<file path="src/cwsd_pkg.sv">
package cwsd_pkg;

    localparam int unsigned AW = 24;
    localparam int unsigned DW = 32;
    localparam int unsigned WW = 24;

    // Register port byte addresses
    localparam logic [AW-1:0] A_DEV_OPT = 24'h002bac;
    localparam logic [AW-1:0] A_ALT_CTX = 24'h002bb0;
    localparam logic [AW-1:0] A_BOOT_SEQ = 24'h002bfc;
    localparam logic [AW-1:0] A_BOOT_MODE = 24'h801000;
    localparam logic [AW-1:0] A_STATUS = 24'h002c00;
    localparam logic [AW-1:0] A_CTRL = 24'h002c04;
    localparam logic [AW-1:0] A_PWM_KEY = 24'h002c08;

    // Flash addresses of the configuration words, partition A
    localparam logic [AW-1:0] F_SEC = 24'h00af80;
    localparam logic [AW-1:0] F_LIM = 24'h00af90;
    localparam logic [AW-1:0] F_OSC = 24'h00af98;
    localparam logic [AW-1:0] F_ICD = 24'h00afa8;
    localparam logic [AW-1:0] F_OPT = 24'h00afac;
    localparam logic [AW-1:0] F_ALT = 24'h00afb0;
    localparam logic [AW-1:0] F_SEQ = 24'h00affc;
    localparam logic [AW-1:0] F_BOOT = 24'h801000;
    localparam logic [AW-1:0] F_PART_B_OFS = 24'h400000;
    localparam logic [AW-1:0] F_CFG_LO = 24'h00af80;
    localparam logic [AW-1:0] F_CFG_HI = 24'h00afff;

    // Shadow word indices
    localparam logic [2:0] IX_SEC = 3'h0;
    localparam logic [2:0] IX_LIM = 3'h1;
    localparam logic [2:0] IX_OSC = 3'h2;
    localparam logic [2:0] IX_ICD = 3'h3;
    localparam logic [2:0] IX_OPT = 3'h4;
    localparam logic [2:0] IX_ALT = 3'h5;
    localparam logic [2:0] IX_SEQ = 3'h6;
    localparam logic [2:0] IX_BOOT = 3'h7;
    localparam logic [2:0] IX_LAST_CFG = 3'h5;

    // Field positions
    localparam int unsigned B_BOOT_WR = 0;
    localparam int unsigned B_BOOT_LVL = 1;
    localparam int unsigned B_BOOT_ABS = 3;
    localparam int unsigned B_GEN_WR = 5;
    localparam int unsigned B_GEN_LVL = 6;
    localparam int unsigned B_CFG_WR = 8;
    localparam int unsigned B_CFG_LVL = 9;
    localparam int unsigned B_AIVT = 15;
    localparam int unsigned B_SWPDIS = 15;
    localparam int unsigned B_TWO_SPEED = 7;
    localparam int unsigned B_PWM_LOCK = 0;
    localparam int unsigned B_SEQ_NUM = 0;
    localparam int unsigned B_SEQ_INV = 12;
    localparam int unsigned W_SEQ = 12;
    localparam int unsigned W_LIM = 13;
    localparam logic [1:0] MODE_SINGLE = 2'h3;

    localparam logic [1:0] CTRL_IVT = 2'h1;
    localparam logic [WW-1:0] KEY_ONE = 24'h0000ab;
    localparam logic [WW-1:0] KEY_TWO = 24'h0000cd;

    typedef enum logic [1:0] {
        LVL_NONE = 2'h0,
        LVL_STD = 2'h1,
        LVL_ENH = 2'h2,
        LVL_HIGH = 2'h3
    } cwsd_lvl_e;

    typedef enum logic [5:0] {
        S_IDLE = 6'h01,
        S_MODE = 6'h02,
        S_SEQA = 6'h04,
        S_SEQB = 6'h08,
        S_CFG = 6'h10,
        S_DONE = 6'h20
    } cwsd_state_e;

    function automatic cwsd_lvl_e cwsd_lvl2(input logic [1:0] f);
        if (f == 2'h3) begin
            return LVL_NONE;
        end else if (f == 2'h2) begin
            return LVL_STD;
        end
        return LVL_HIGH;
    endfunction

endpackage

</file>
<file path="src/cwsd_field_decode.sv">
`timescale 1ns/1ns
`default_nettype none
module cwsd_field_decode
    import cwsd_pkg::*;
(
    input wire logic [WW-1:0] sec_word,
    input wire logic [WW-1:0] lim_word,
    input wire logic [WW-1:0] osc_word,
    input wire logic [WW-1:0] icd_word,
    input wire logic [WW-1:0] opt_word,
    output logic boot_seg_present,
    output logic boot_seg_write_allow,
    output cwsd_lvl_e boot_seg_protect_level,
    output logic [W_LIM-1:0] boot_seg_last_page,
    output cwsd_lvl_e general_seg_protect_level,
    output logic general_seg_write_allow,
    output cwsd_lvl_e config_seg_protect_level,
    output logic config_seg_write_allow,
    output logic swap_allowed,
    output logic alt_vector_table_disable,
    output logic two_speed_startup_enable,
    output logic pwm_write_lock
);
    wire logic [2:0] cfg_lvl_bits = sec_word[B_CFG_LVL+:3];

    assign boot_seg_present = ~sec_word[B_BOOT_ABS];
    assign boot_seg_write_allow = sec_word[B_BOOT_WR];
    assign boot_seg_protect_level =
        cwsd_lvl2(sec_word[B_BOOT_LVL+:2]);
    // Stored inverted so that clearing more bits grows the segment
    assign boot_seg_last_page = ~lim_word[W_LIM-1:0];
    assign general_seg_protect_level =
        cwsd_lvl2(sec_word[B_GEN_LVL+:2]);
    assign general_seg_write_allow = sec_word[B_GEN_WR];
    assign config_seg_write_allow = sec_word[B_CFG_WR];
    assign config_seg_protect_level =
        !cfg_lvl_bits[2] ? LVL_HIGH :
        !cfg_lvl_bits[1] ? LVL_ENH :
        !cfg_lvl_bits[0] ? LVL_STD : LVL_NONE;
    assign swap_allowed = ~icd_word[B_SWPDIS];
    assign alt_vector_table_disable = sec_word[B_AIVT];
    assign two_speed_startup_enable = osc_word[B_TWO_SPEED];
    assign pwm_write_lock = opt_word[B_PWM_LOCK];
endmodule
`default_nettype wire

</file>
<file path="src/cwsd_config_loader.sv">
// Functional notes
// - Load configuration only from active partition
// - Soft swap keeps current configuration
// - Boot segment protect level decode
// - Boot enable bit one means no segment
// - Boot write-protect bit zero blocks writes
// - Boot limit holds inverted last page
// - General segment protect level decode
// - General write-protect bit zero protects memory
// - Config write-protect bit zero protects config
// - Config segment three-bit protect decode
// - Swap instruction only when its bit zero
// - Lower valid sequence number picks partition
// - Sequence invalid unless inverse is complement
// - Alternate vectors need bit zero and control
// - Two-speed start-up on fast RC first
// - PWM lock needs key sequence to write
// - Reload all shadow words on every reset; the sequence word is not reloaded in single-partition mode
// - Fetch from config space forces reset
//
// Added by the designer: strobed register access.
`timescale 1ns/1ns
`default_nettype none
module cwsd_config_loader (
    input wire logic clk_sys,
    input wire logic rst_n,
    input wire logic [cwsd_pkg::AW-1:0] reg_addr,
    input wire logic [cwsd_pkg::DW-1:0] reg_wdata,
    input wire logic reg_wr,
    input wire logic reg_rd,
    output logic [cwsd_pkg::DW-1:0] reg_rdata_q,
    output logic flash_rd_q,
    output logic [cwsd_pkg::AW-1:0] flash_addr_q,
    input wire logic [cwsd_pkg::WW-1:0] flash_rdata,
    input wire logic swap_exec,
    input wire logic fetch_valid,
    input wire logic [cwsd_pkg::AW-1:0] fetch_addr,
    input wire logic pwm_reg_write,
    output logic config_ready_q,
    output logic active_partition_q,
    output logic boot_seg_present_q,
    output logic boot_seg_write_allow_q,
    output cwsd_pkg::cwsd_lvl_e boot_seg_protect_level_q,
    output logic [cwsd_pkg::W_LIM-1:0] boot_seg_last_page_q,
    output cwsd_pkg::cwsd_lvl_e general_seg_protect_level_q,
    output logic general_seg_write_allow_q,
    output cwsd_pkg::cwsd_lvl_e config_seg_protect_level_q,
    output logic config_seg_write_allow_q,
    output logic swap_allowed_q,
    output logic alt_vector_table_on_q,
    output logic two_speed_startup_q,
    output logic pwm_write_lock_q,
    output logic pwm_write_ok_q,
    output logic fetch_reset_req_q
);
    import cwsd_pkg::*;

    // ========================================================
    // Load sequencer
    cwsd_state_e state_q, state_d;
    logic wait_q;
    logic [2:0] idx_q;
    logic [WW-1:0] cfg_q [0:7];
    logic [WW-1:0] seq_a_q;
    logic part_sel_q;

    function automatic logic [AW-1:0] cfg_addr(input logic [2:0] ix);
        case (ix)
            IX_SEC: return F_SEC;
            IX_LIM: return F_LIM;
            IX_OSC: return F_OSC;
            IX_ICD: return F_ICD;
            IX_OPT: return F_OPT;
            default: return F_ALT;
        endcase
    endfunction

    function automatic logic seq_ok(input logic [WW-1:0] w);
        return w[B_SEQ_NUM+:W_SEQ] == ~w[B_SEQ_INV+:W_SEQ];
    endfunction

    wire logic [AW-1:0] part_base = part_sel_q ? F_PART_B_OFS : '0;
    wire logic dual_mode = cfg_q[IX_BOOT][1:0] != MODE_SINGLE;
    wire logic a_ok = seq_ok(seq_a_q);
    wire logic b_ok = seq_ok(flash_rdata);
    // Invalid numbers lose; a tie or two invalid numbers keeps A
    wire logic pick_b = b_ok && (!a_ok ||
        flash_rdata[B_SEQ_NUM+:W_SEQ] <
        seq_a_q[B_SEQ_NUM+:W_SEQ]);
    wire logic last_cfg = idx_q == IX_LAST_CFG;
    wire logic cap = wait_q;
    wire logic dual_mode_next = flash_rdata[1:0] != MODE_SINGLE;

    always_comb begin
        state_d = state_q;
        unique case (state_q)
            S_IDLE: state_d = S_MODE;
            S_MODE: if (cap) state_d = dual_mode_next ? S_SEQA : S_CFG;
            S_SEQA: if (cap) state_d = S_SEQB;
            S_SEQB: if (cap) state_d = S_CFG;
            S_CFG: if (cap && last_cfg) state_d = S_DONE;
            S_DONE: state_d = S_DONE;
        endcase
    end

    wire logic busy = state_q != S_IDLE && state_q != S_DONE;
    wire logic [AW-1:0] rd_addr =
        state_q == S_MODE ? F_BOOT :
        state_q == S_SEQA ? F_SEQ :
        state_q == S_SEQB ? F_SEQ + F_PART_B_OFS :
        part_base + cfg_addr(idx_q);

    always_ff @(posedge clk_sys or negedge rst_n) begin
        if (!rst_n) begin
            state_q <= S_IDLE;
            wait_q <= 1'b0;
            flash_rd_q <= 1'b0;
            flash_addr_q <= '0;
        end else begin
            state_q <= state_d;
            wait_q <= busy && !wait_q;
            flash_rd_q <= busy && !wait_q && !flash_rd_q;
            flash_addr_q <= rd_addr;
        end
    end

    // Shadow words are cleared by reset and refilled by the sequencer, except the sequence word in single-partition mode
    always_ff @(posedge clk_sys or negedge rst_n) begin
        if (!rst_n) begin
            for (int i = 0; i < 8; i++) begin
                cfg_q[i] <= '0;
            end
            idx_q <= IX_SEC;
            seq_a_q <= '0;
            part_sel_q <= 1'b0;
        end else if (cap) begin
            unique case (state_q)
                S_MODE: cfg_q[IX_BOOT] <= flash_rdata;
                S_SEQA: begin
                    seq_a_q <= flash_rdata;
                    cfg_q[IX_SEQ] <= flash_rdata;
                end
                S_SEQB: begin
                    part_sel_q <= pick_b;
                    if (pick_b) cfg_q[IX_SEQ] <= flash_rdata;
                end
                S_CFG: begin
                    cfg_q[idx_q] <= flash_rdata;
                    idx_q <= idx_q + 3'h1;
                end
                default: ;
            endcase
        end
    end

    // ========================================================
    // Field decode, registered once when loading completes
    logic d_bs_present, d_bs_wr, d_gs_wr, d_cs_wr, d_swap_ok;
    logic d_aivt_dis, d_two_speed, d_pwm_lock;
    cwsd_lvl_e d_bs_lvl, d_gs_lvl, d_cs_lvl;
    logic [W_LIM-1:0] d_last_page;

    cwsd_field_decode u_dec (
        .sec_word(cfg_q[IX_SEC]),
        .lim_word(cfg_q[IX_LIM]),
        .osc_word(cfg_q[IX_OSC]),
        .icd_word(cfg_q[IX_ICD]),
        .opt_word(cfg_q[IX_OPT]),
        .boot_seg_present(d_bs_present),
        .boot_seg_write_allow(d_bs_wr),
        .boot_seg_protect_level(d_bs_lvl),
        .boot_seg_last_page(d_last_page),
        .general_seg_protect_level(d_gs_lvl),
        .general_seg_write_allow(d_gs_wr),
        .config_seg_protect_level(d_cs_lvl),
        .config_seg_write_allow(d_cs_wr),
        .swap_allowed(d_swap_ok),
        .alt_vector_table_disable(d_aivt_dis),
        .two_speed_startup_enable(d_two_speed),
        .pwm_write_lock(d_pwm_lock)
    );

    wire logic load_now = state_q == S_DONE && !config_ready_q;

    // Until loading ends everything reads fully protected
    always_ff @(posedge clk_sys or negedge rst_n) begin
        if (!rst_n) begin
            config_ready_q <= 1'b0;
            boot_seg_present_q <= 1'b0;
            boot_seg_write_allow_q <= 1'b0;
            boot_seg_protect_level_q <= LVL_HIGH;
            boot_seg_last_page_q <= '0;
            general_seg_protect_level_q <= LVL_HIGH;
            general_seg_write_allow_q <= 1'b0;
            config_seg_protect_level_q <= LVL_HIGH;
            config_seg_write_allow_q <= 1'b0;
            swap_allowed_q <= 1'b0;
            two_speed_startup_q <= 1'b0;
            pwm_write_lock_q <= 1'b1;
        end else if (load_now) begin
            config_ready_q <= 1'b1;
            boot_seg_present_q <= d_bs_present;
            boot_seg_write_allow_q <= d_bs_wr;
            boot_seg_protect_level_q <= d_bs_lvl;
            boot_seg_last_page_q <= d_last_page;
            general_seg_protect_level_q <= d_gs_lvl;
            general_seg_write_allow_q <= d_gs_wr;
            config_seg_protect_level_q <= d_cs_lvl;
            config_seg_write_allow_q <= d_cs_wr;
            swap_allowed_q <= d_swap_ok;
            two_speed_startup_q <= d_two_speed;
            pwm_write_lock_q <= d_pwm_lock;
        end
    end

    // ========================================================
    // Soft swap: the partition flag flips, shadow words do not
    wire logic swap_take = swap_exec && config_ready_q &&
                           swap_allowed_q && dual_mode;

    always_ff @(posedge clk_sys or negedge rst_n) begin
        if (!rst_n) begin
            active_partition_q <= 1'b0;
        end else if (load_now) begin
            active_partition_q <= part_sel_q;
        end else if (swap_take) begin
            active_partition_q <= ~active_partition_q;
        end
    end

    // ========================================================
    // Software control, alternate vectors and PWM key
    logic ivt_sel_q, key_armed_q, unlocked_q;
    wire logic wr_ctrl = reg_wr && reg_addr == A_CTRL;
    wire logic wr_key = reg_wr && reg_addr == A_PWM_KEY;
    wire logic key1 = wr_key && reg_wdata[WW-1:0] == KEY_ONE;
    wire logic key2 = wr_key && reg_wdata[WW-1:0] == KEY_TWO;

    always_ff @(posedge clk_sys or negedge rst_n) begin
        if (!rst_n) begin
            ivt_sel_q <= 1'b0;
            key_armed_q <= 1'b0;
            unlocked_q <= 1'b0;
        end else begin
            if (wr_ctrl) ivt_sel_q <= reg_wdata[0];
            if (wr_key) key_armed_q <= key1;
            // One protected write per key pair; a new unlock wins
            if (key2 && key_armed_q) begin
                unlocked_q <= 1'b1;
            end else if (pwm_reg_write) begin
                unlocked_q <= 1'b0;
            end
        end
    end

    always_ff @(posedge clk_sys or negedge rst_n) begin
        if (!rst_n) begin
            alt_vector_table_on_q <= 1'b0;
            pwm_write_ok_q <= 1'b0;
        end else begin
            // The table also needs a boot segment to live in
            alt_vector_table_on_q <= config_ready_q && !d_aivt_dis &&
                boot_seg_present_q && ivt_sel_q;
            pwm_write_ok_q <= config_ready_q &&
                (!pwm_write_lock_q || unlocked_q);
        end
    end

    // ========================================================
    // Fetch guard
    wire logic fetch_in_cfg = fetch_valid &&
        ((fetch_addr >= F_CFG_LO && fetch_addr <= F_CFG_HI) ||
         fetch_addr == F_BOOT);

    always_ff @(posedge clk_sys or negedge rst_n) begin
        if (!rst_n) begin
            fetch_reset_req_q <= 1'b0;
        end else begin
            fetch_reset_req_q <= fetch_in_cfg;
        end
    end

    // ========================================================
    // Register read port
    wire logic [WW-1:0] status_word = {{(WW-3){1'b0}},
        unlocked_q, active_partition_q, config_ready_q};
    wire logic [WW-1:0] rd_mux =
        reg_addr == A_DEV_OPT ? cfg_q[IX_OPT] :
        reg_addr == A_ALT_CTX ? cfg_q[IX_ALT] :
        reg_addr == A_BOOT_SEQ ? cfg_q[IX_SEQ] :
        reg_addr == A_BOOT_MODE ? cfg_q[IX_BOOT] :
        reg_addr == A_STATUS ? status_word :
        reg_addr == A_CTRL ? {{(WW-1){1'b0}}, ivt_sel_q} : '0;

    always_ff @(posedge clk_sys or negedge rst_n) begin
        if (!rst_n) begin
            reg_rdata_q <= '0;
        end else begin
            reg_rdata_q <= reg_rd ? {{(DW-WW){1'b0}}, rd_mux} : '0;
        end
    end

    // ========================================================
    // Checks
    a_outputs_hold: assert property (@(posedge clk_sys) disable iff (!rst_n)
        config_ready_q && $past(config_ready_q) |->
        $stable(general_seg_write_allow_q) && $stable(boot_seg_last_page_q)
        && $stable(config_seg_protect_level_q))
        else $error("decoded outputs changed between resets");
    a_swap_keeps_cfg: assert property (@(posedge clk_sys) disable iff (!rst_n)
        swap_take |=> active_partition_q != $past(active_partition_q)
        && $stable(cfg_q[IX_SEC]) && $stable(pwm_write_lock_q))
        else $error("soft swap disturbed configuration");
    a_swap_blocked: assert property (@(posedge clk_sys) disable iff (!rst_n)
        config_ready_q && !swap_allowed_q && !load_now |=>
        $stable(active_partition_q))
        else $error("partition swapped while instruction disabled");
    a_boot_write: assert property (@(posedge clk_sys) disable iff (!rst_n)
        config_ready_q |-> boot_seg_write_allow_q == cfg_q[IX_SEC][B_BOOT_WR])
        else $error("boot write allow wrong");
    a_gen_write: assert property (@(posedge clk_sys) disable iff (!rst_n)
        config_ready_q |->
        general_seg_write_allow_q == cfg_q[IX_SEC][B_GEN_WR])
        else $error("general write allow wrong");
    a_cfg_write: assert property (@(posedge clk_sys) disable iff (!rst_n)
        config_ready_q |-> config_seg_write_allow_q == cfg_q[IX_SEC][B_CFG_WR])
        else $error("config write allow wrong");
    a_boot_absent: assert property (@(posedge clk_sys) disable iff (!rst_n)
        config_ready_q |-> boot_seg_present_q == !cfg_q[IX_SEC][B_BOOT_ABS])
        else $error("boot segment presence wrong");
    a_seq_choice: assert property (@(posedge clk_sys) disable iff (!rst_n)
        state_q == S_SEQB && cap |=> part_sel_q == $past(pick_b))
        else $error("partition choice wrong");
    a_fetch_reset: assert property (@(posedge clk_sys) disable iff (!rst_n)
        fetch_in_cfg |=> fetch_reset_req_q)
        else $error("config fetch gave no reset request");
    a_load_bound: assert property (@(posedge clk_sys) disable iff (!rst_n)
        state_q == S_IDLE |-> ##[1:40] config_ready_q)
        else $error("configuration load too slow");
endmodule
`default_nettype wire

</file>
<file path="config.mk">
export PLATFORM = sky130hd
export DESIGN_NAME = cwsd_config_loader
export DESIGN_NICKNAME = d
export VERILOG_FILES = /design/src/cwsd_pkg.sv /design/src/cwsd_field_decode.sv /design/src/cwsd_config_loader.sv
export SDC_FILE = /design/constraint.sdc
export NUM_CORES = 1
export LEC_CHECK = 0
export BUFFER_PORTS_ARGS = -buffer_cell sky130_fd_sc_hd__buf_2
export CAP_MARGIN = 40
export CELL_PAD_IN_SITES_DETAIL_PLACEMENT = 1
export CELL_PAD_IN_SITES_GLOBAL_PLACEMENT = 2
export CORE_AREA = 2 2 201 164
export DETAILED_ROUTE_END_ITERATION = 16
export DIE_AREA = 0 0 203 166
export GPL_ROUTABILITY_DRIVEN = 1
export PLACE_DENSITY = 0.76
export SYNTH_ARGS = -nofsm -noshare
export SYNTH_HDL_FRONTEND = slang
export SYNTH_SLANG_ARGS = --single-unit
</file>
<file path="constraint.sdc">
create_clock -name clk_sys -period 2.4 [get_ports clk_sys]
set_input_delay 0.36 -clock clk_sys [delete_from_list [all_inputs] [get_ports clk_sys]]
set_output_delay 0.36 -clock clk_sys [all_outputs]
set_load 0.01 [all_outputs]
</file>
==> flow_metrics.py <==
metrics = {
    "run_status": {
        "status": "finished clean",
    },
    "routing": {
        "drc": 0,
        "drt_iter0_drc": 351,
        "viasPerCell": 4.92,
        "drt_wl_total_um": 29400,
        "dr.pass1.iters": 5,
        "ant_nets": 0,
        "vias": 7382,
        "avgRoutedWirePerCell_um": 19.6,
    },
    "worst_setup_path": {
        "rr_endpoint": "cfg_q[41]",
        "rr_worst_depth": 7,
        "cp_slowest_stage_delay_ps": 590,
        "end_kind": "register",
        "arrival_ps": 2770,
        "crit_chain": "or4b_4 > nor3_4 > a41o_1 > o211ai_1 > a21oi_4 > buf_12 > mux2_1",
        "worstPathRequired_ps": 2820,
        "cpLargestDelayFamily": "simple AND/OR/NAND/NOR gates",
        "crit_path_top_delay_cell": "or4b_4",
        "worst_setup_path_start_kind": "register",
        "path_class": "register to register",
        "crit_fanout": 24,
        "worstReg2RegStart": "state_q[1]",
        "rrSetupSlack_ps": 50,
        "crit_buf_inv": 1,
    },
    "cells_and_area": {
        "multi_input_area_mm2": 0.00431,
        "finish.net_count": 1180,
        "drive_above_1_share": 0.395,
        "regArea_mm2": 0.00564,
        "fillers": 3432,
        "finalCoreUtilization": 0.405,
        "area_delta_synth_final_pct": 25.0,
    },
    "cts": {
        "clock-sinks": 225,
        "clockBufferDepth": 3,
        "clk_latency_ps": 540,
        "cts_tree": "done",
        "cts_root_buffer": "clkbuf_16",
        "clkTransAtPathRegs_ps": 60,
        "cts_made_buffers": 26,
        "htree_levels": 1,
    },
    "floorplanning": {
        "dieArea_mm2": 0.0337,
        "core-area_mm2": 0.0318,
        "ios": 199,
        "fp.dieH_um": 166,
        "num_rows": 59,
        "start_util": 0.324,
        "die_w_um": 203,
    },
    "pwr": {
        "p_leak_nw": 6.12,
        "totalPowerFinal_mw": 10.9,
        "powerDensity_mw_per_mm2": 846,
        "ir_drop_mv": 0.434,
    },
    "logic_synthesis": {
        "synth-edff-count": 0,
        "synth_top_family_by_area": "multiplexers",
        "yosysWarnings": 0,
        "synth_area_mm2": 0.0103,
        "ys_seq_area_frac": 0.547,
        "yosysMostFrequentCell": "dfrtp_1",
        "syn_inst": 840,
        "ys_seq_elements": 225,
        "synth.distinct_cells": 65,
        "synth_fa_ha_area_frac": 0.0182,
        "async_flop_share": 1.00,
        "ys_top_cells_by_area": "dfrtp_1, mux2_2, nand2_1, xnor2_1, buf_4",
        "synth_commonest_cells": "dfrtp_1, mux2_2, nand2_1",
        "synth_simple_gate_area_frac": 0.104,
        "synth_top_area_cell": "dfrtp_1",
        "yosys_most_used_dff": "dfrtp_1",
        "yosys-mux-area-fraction": 0.162,
        "yosys.area.top_type_share": 0.527,
        "avgSynthCellArea_um2": 12.3,
        "synthXorXnorAreaFrac": 0.0246,
        "synth_compound_area_frac": 0.0970,
    },
    "grt": {
        "grt_antenna_before_repair": 2,
        "overflow": 0,
        "grt_pass1_wl_um": 45700,
        "grt_max_degree": 67,
        "grt.total_usage": 0.172,
        "grt_pass1_vias": 7999,
    },
    "placed_design": {
        "port_buffers": 173,
        "gp_congestion": 0.801,
        "dp_hpwl_um": 20500,
    },
    "hold_path": {
        "hold_class": "primary input to register",
        "min_path_cells": 2,
        "min_to": "unlocked_q",
        "min_from": "pwm_reg_write",
    },
    "flow_run": {
        "cap_violations": 0,
    },
    "sta": {
        "clock_skew_ps": 19.2,
        "fmax_mhz": 425,
        "rsz0062_at_grt": "true",
        "hold_viol": 0,
        "drv_slew": 0,
        "min_period_over_period": 0.980,
        "finalCriticalPeriod_ps": 2350,
        "holdWs_ps": 33.0,
        "tightestPinTransition_ps": 566,
        "finalSetupTns_ps": 0,
        "final-setup-viol-count": 0,
        "slew_headroom": 0.618,
    },
}
-- per-stage QoR --
step                      cell area [um^2]  cells  worst slack (ps)
after floorplan                      10400    857              67.0
after global placement               11900   1448             -47.7
after detailed placement             11900   1448             -93.7
after CTS                            12700   1494              38.1
after global routing                 12900   1498             -49.5
final                                12900   1499              47.5
-- final cells by class --
| type | count | share of cell area |
|---|---|---|
| clock buffers | 41 | 0.0579 |
| repair buffers | 235 | 0.120 |
| clock inverters | 4 | 0.00262 |
| well taps | 427 | 0.0414 |
| multi-input cells | 546 | 0.334 |
| flip-flops and latches | 225 | 0.438 |
| diodes | 1 | 0.000194 |
| inverters | 20 | 0.00582 |
-- routing by layer --
layer | GRT usage | vias up | wire, um | share of wire
met5 | 0 | - | 16 | 0.00054
met1 | 0.235 | 3779 | 13600 | 0.46
met4 | 0.0378 | 2 | 401 | 0.014
met3 | 0.0292 | 30 | 1460 | 0.050
li1 | - | 3391 | - | -
met2 | 0.289 | 180 | 14000 | 0.47
-- repair_timing --
action,CTS,global route
gates resized for setup,0,20
hold buffers,1,0
endpoints found under the hold margin,52,0
endpoints found under the setup margin,0,38
setup buffers,0,1
-- cells in the final DEF, fill, tap and decap left out, types with 13 or more instances in the layout --
cell type  Yosys  routed
nor2_1        29      29
conb_1         1      18
buf_4         31      45
nor4_1        16      15
mux2_1        20      20
a21boi_0      22      22
dfrtp_1      217     216
nor2b_1       14      14
inv_1         20      20
clkbuf_16      0      28
buf_2          8     172
o2bb2ai_1     13      13
mux2_2       128     117
buf_12         0      13
xnor2_1       27      27
nand2_1       64      64
ha_1          15      15
o21ai_0       46      44
-- power by group --
group          leakage [nW]  internal [mW]  switching, mW  total (mW)
clock network         0.377           2.12           1.53        3.66
registers              2.93           4.48          0.444        4.92
logic                  2.80           1.26           1.07        2.33
total                  6.12           7.86           3.05        10.9
-- sequential cells by signal, indices dropped and copies added (netlist names), 3 cells and up --
name / count
cfg_q: 123
reg_rdata_q: 24
seq_a_q: 24
boot_seg_last_page_q: 13
flash_addr_q: 8
state_q: 6
idx_q: 3
-- worst max-delay path by stage --
stage,start,end,slack [ps],depth (start not counted)
global placement,flash_rdata[2],cfg_q[47],-50,9
finish,state_q[1],cfg_q[41],50,7
global route,state_q[1],cfg_q[9],-50,8
floorplan,state_q[2],cfg_q[75],70,7
CTS,seq_a_q[2],cfg_q[35],40,9
detailed placement,flash_rdata[2],cfg_q[25],-90,9
-- logic make-up after synthesis --
| kind of cell | Yosys count |
|---|---|
| buffers and inverters | 86 |
| AO/OA/AOI/OAI | 143 |
| adder cells (fa/ha/maj) | 15 |
| other | 1 |
| AND/OR/NAND/NOR | 193 |
| multiplexers | 148 |
| flip-flops | 225 |
| XOR/XNOR | 29 |
Note: power is estimated with default switching activity, not from simulation.
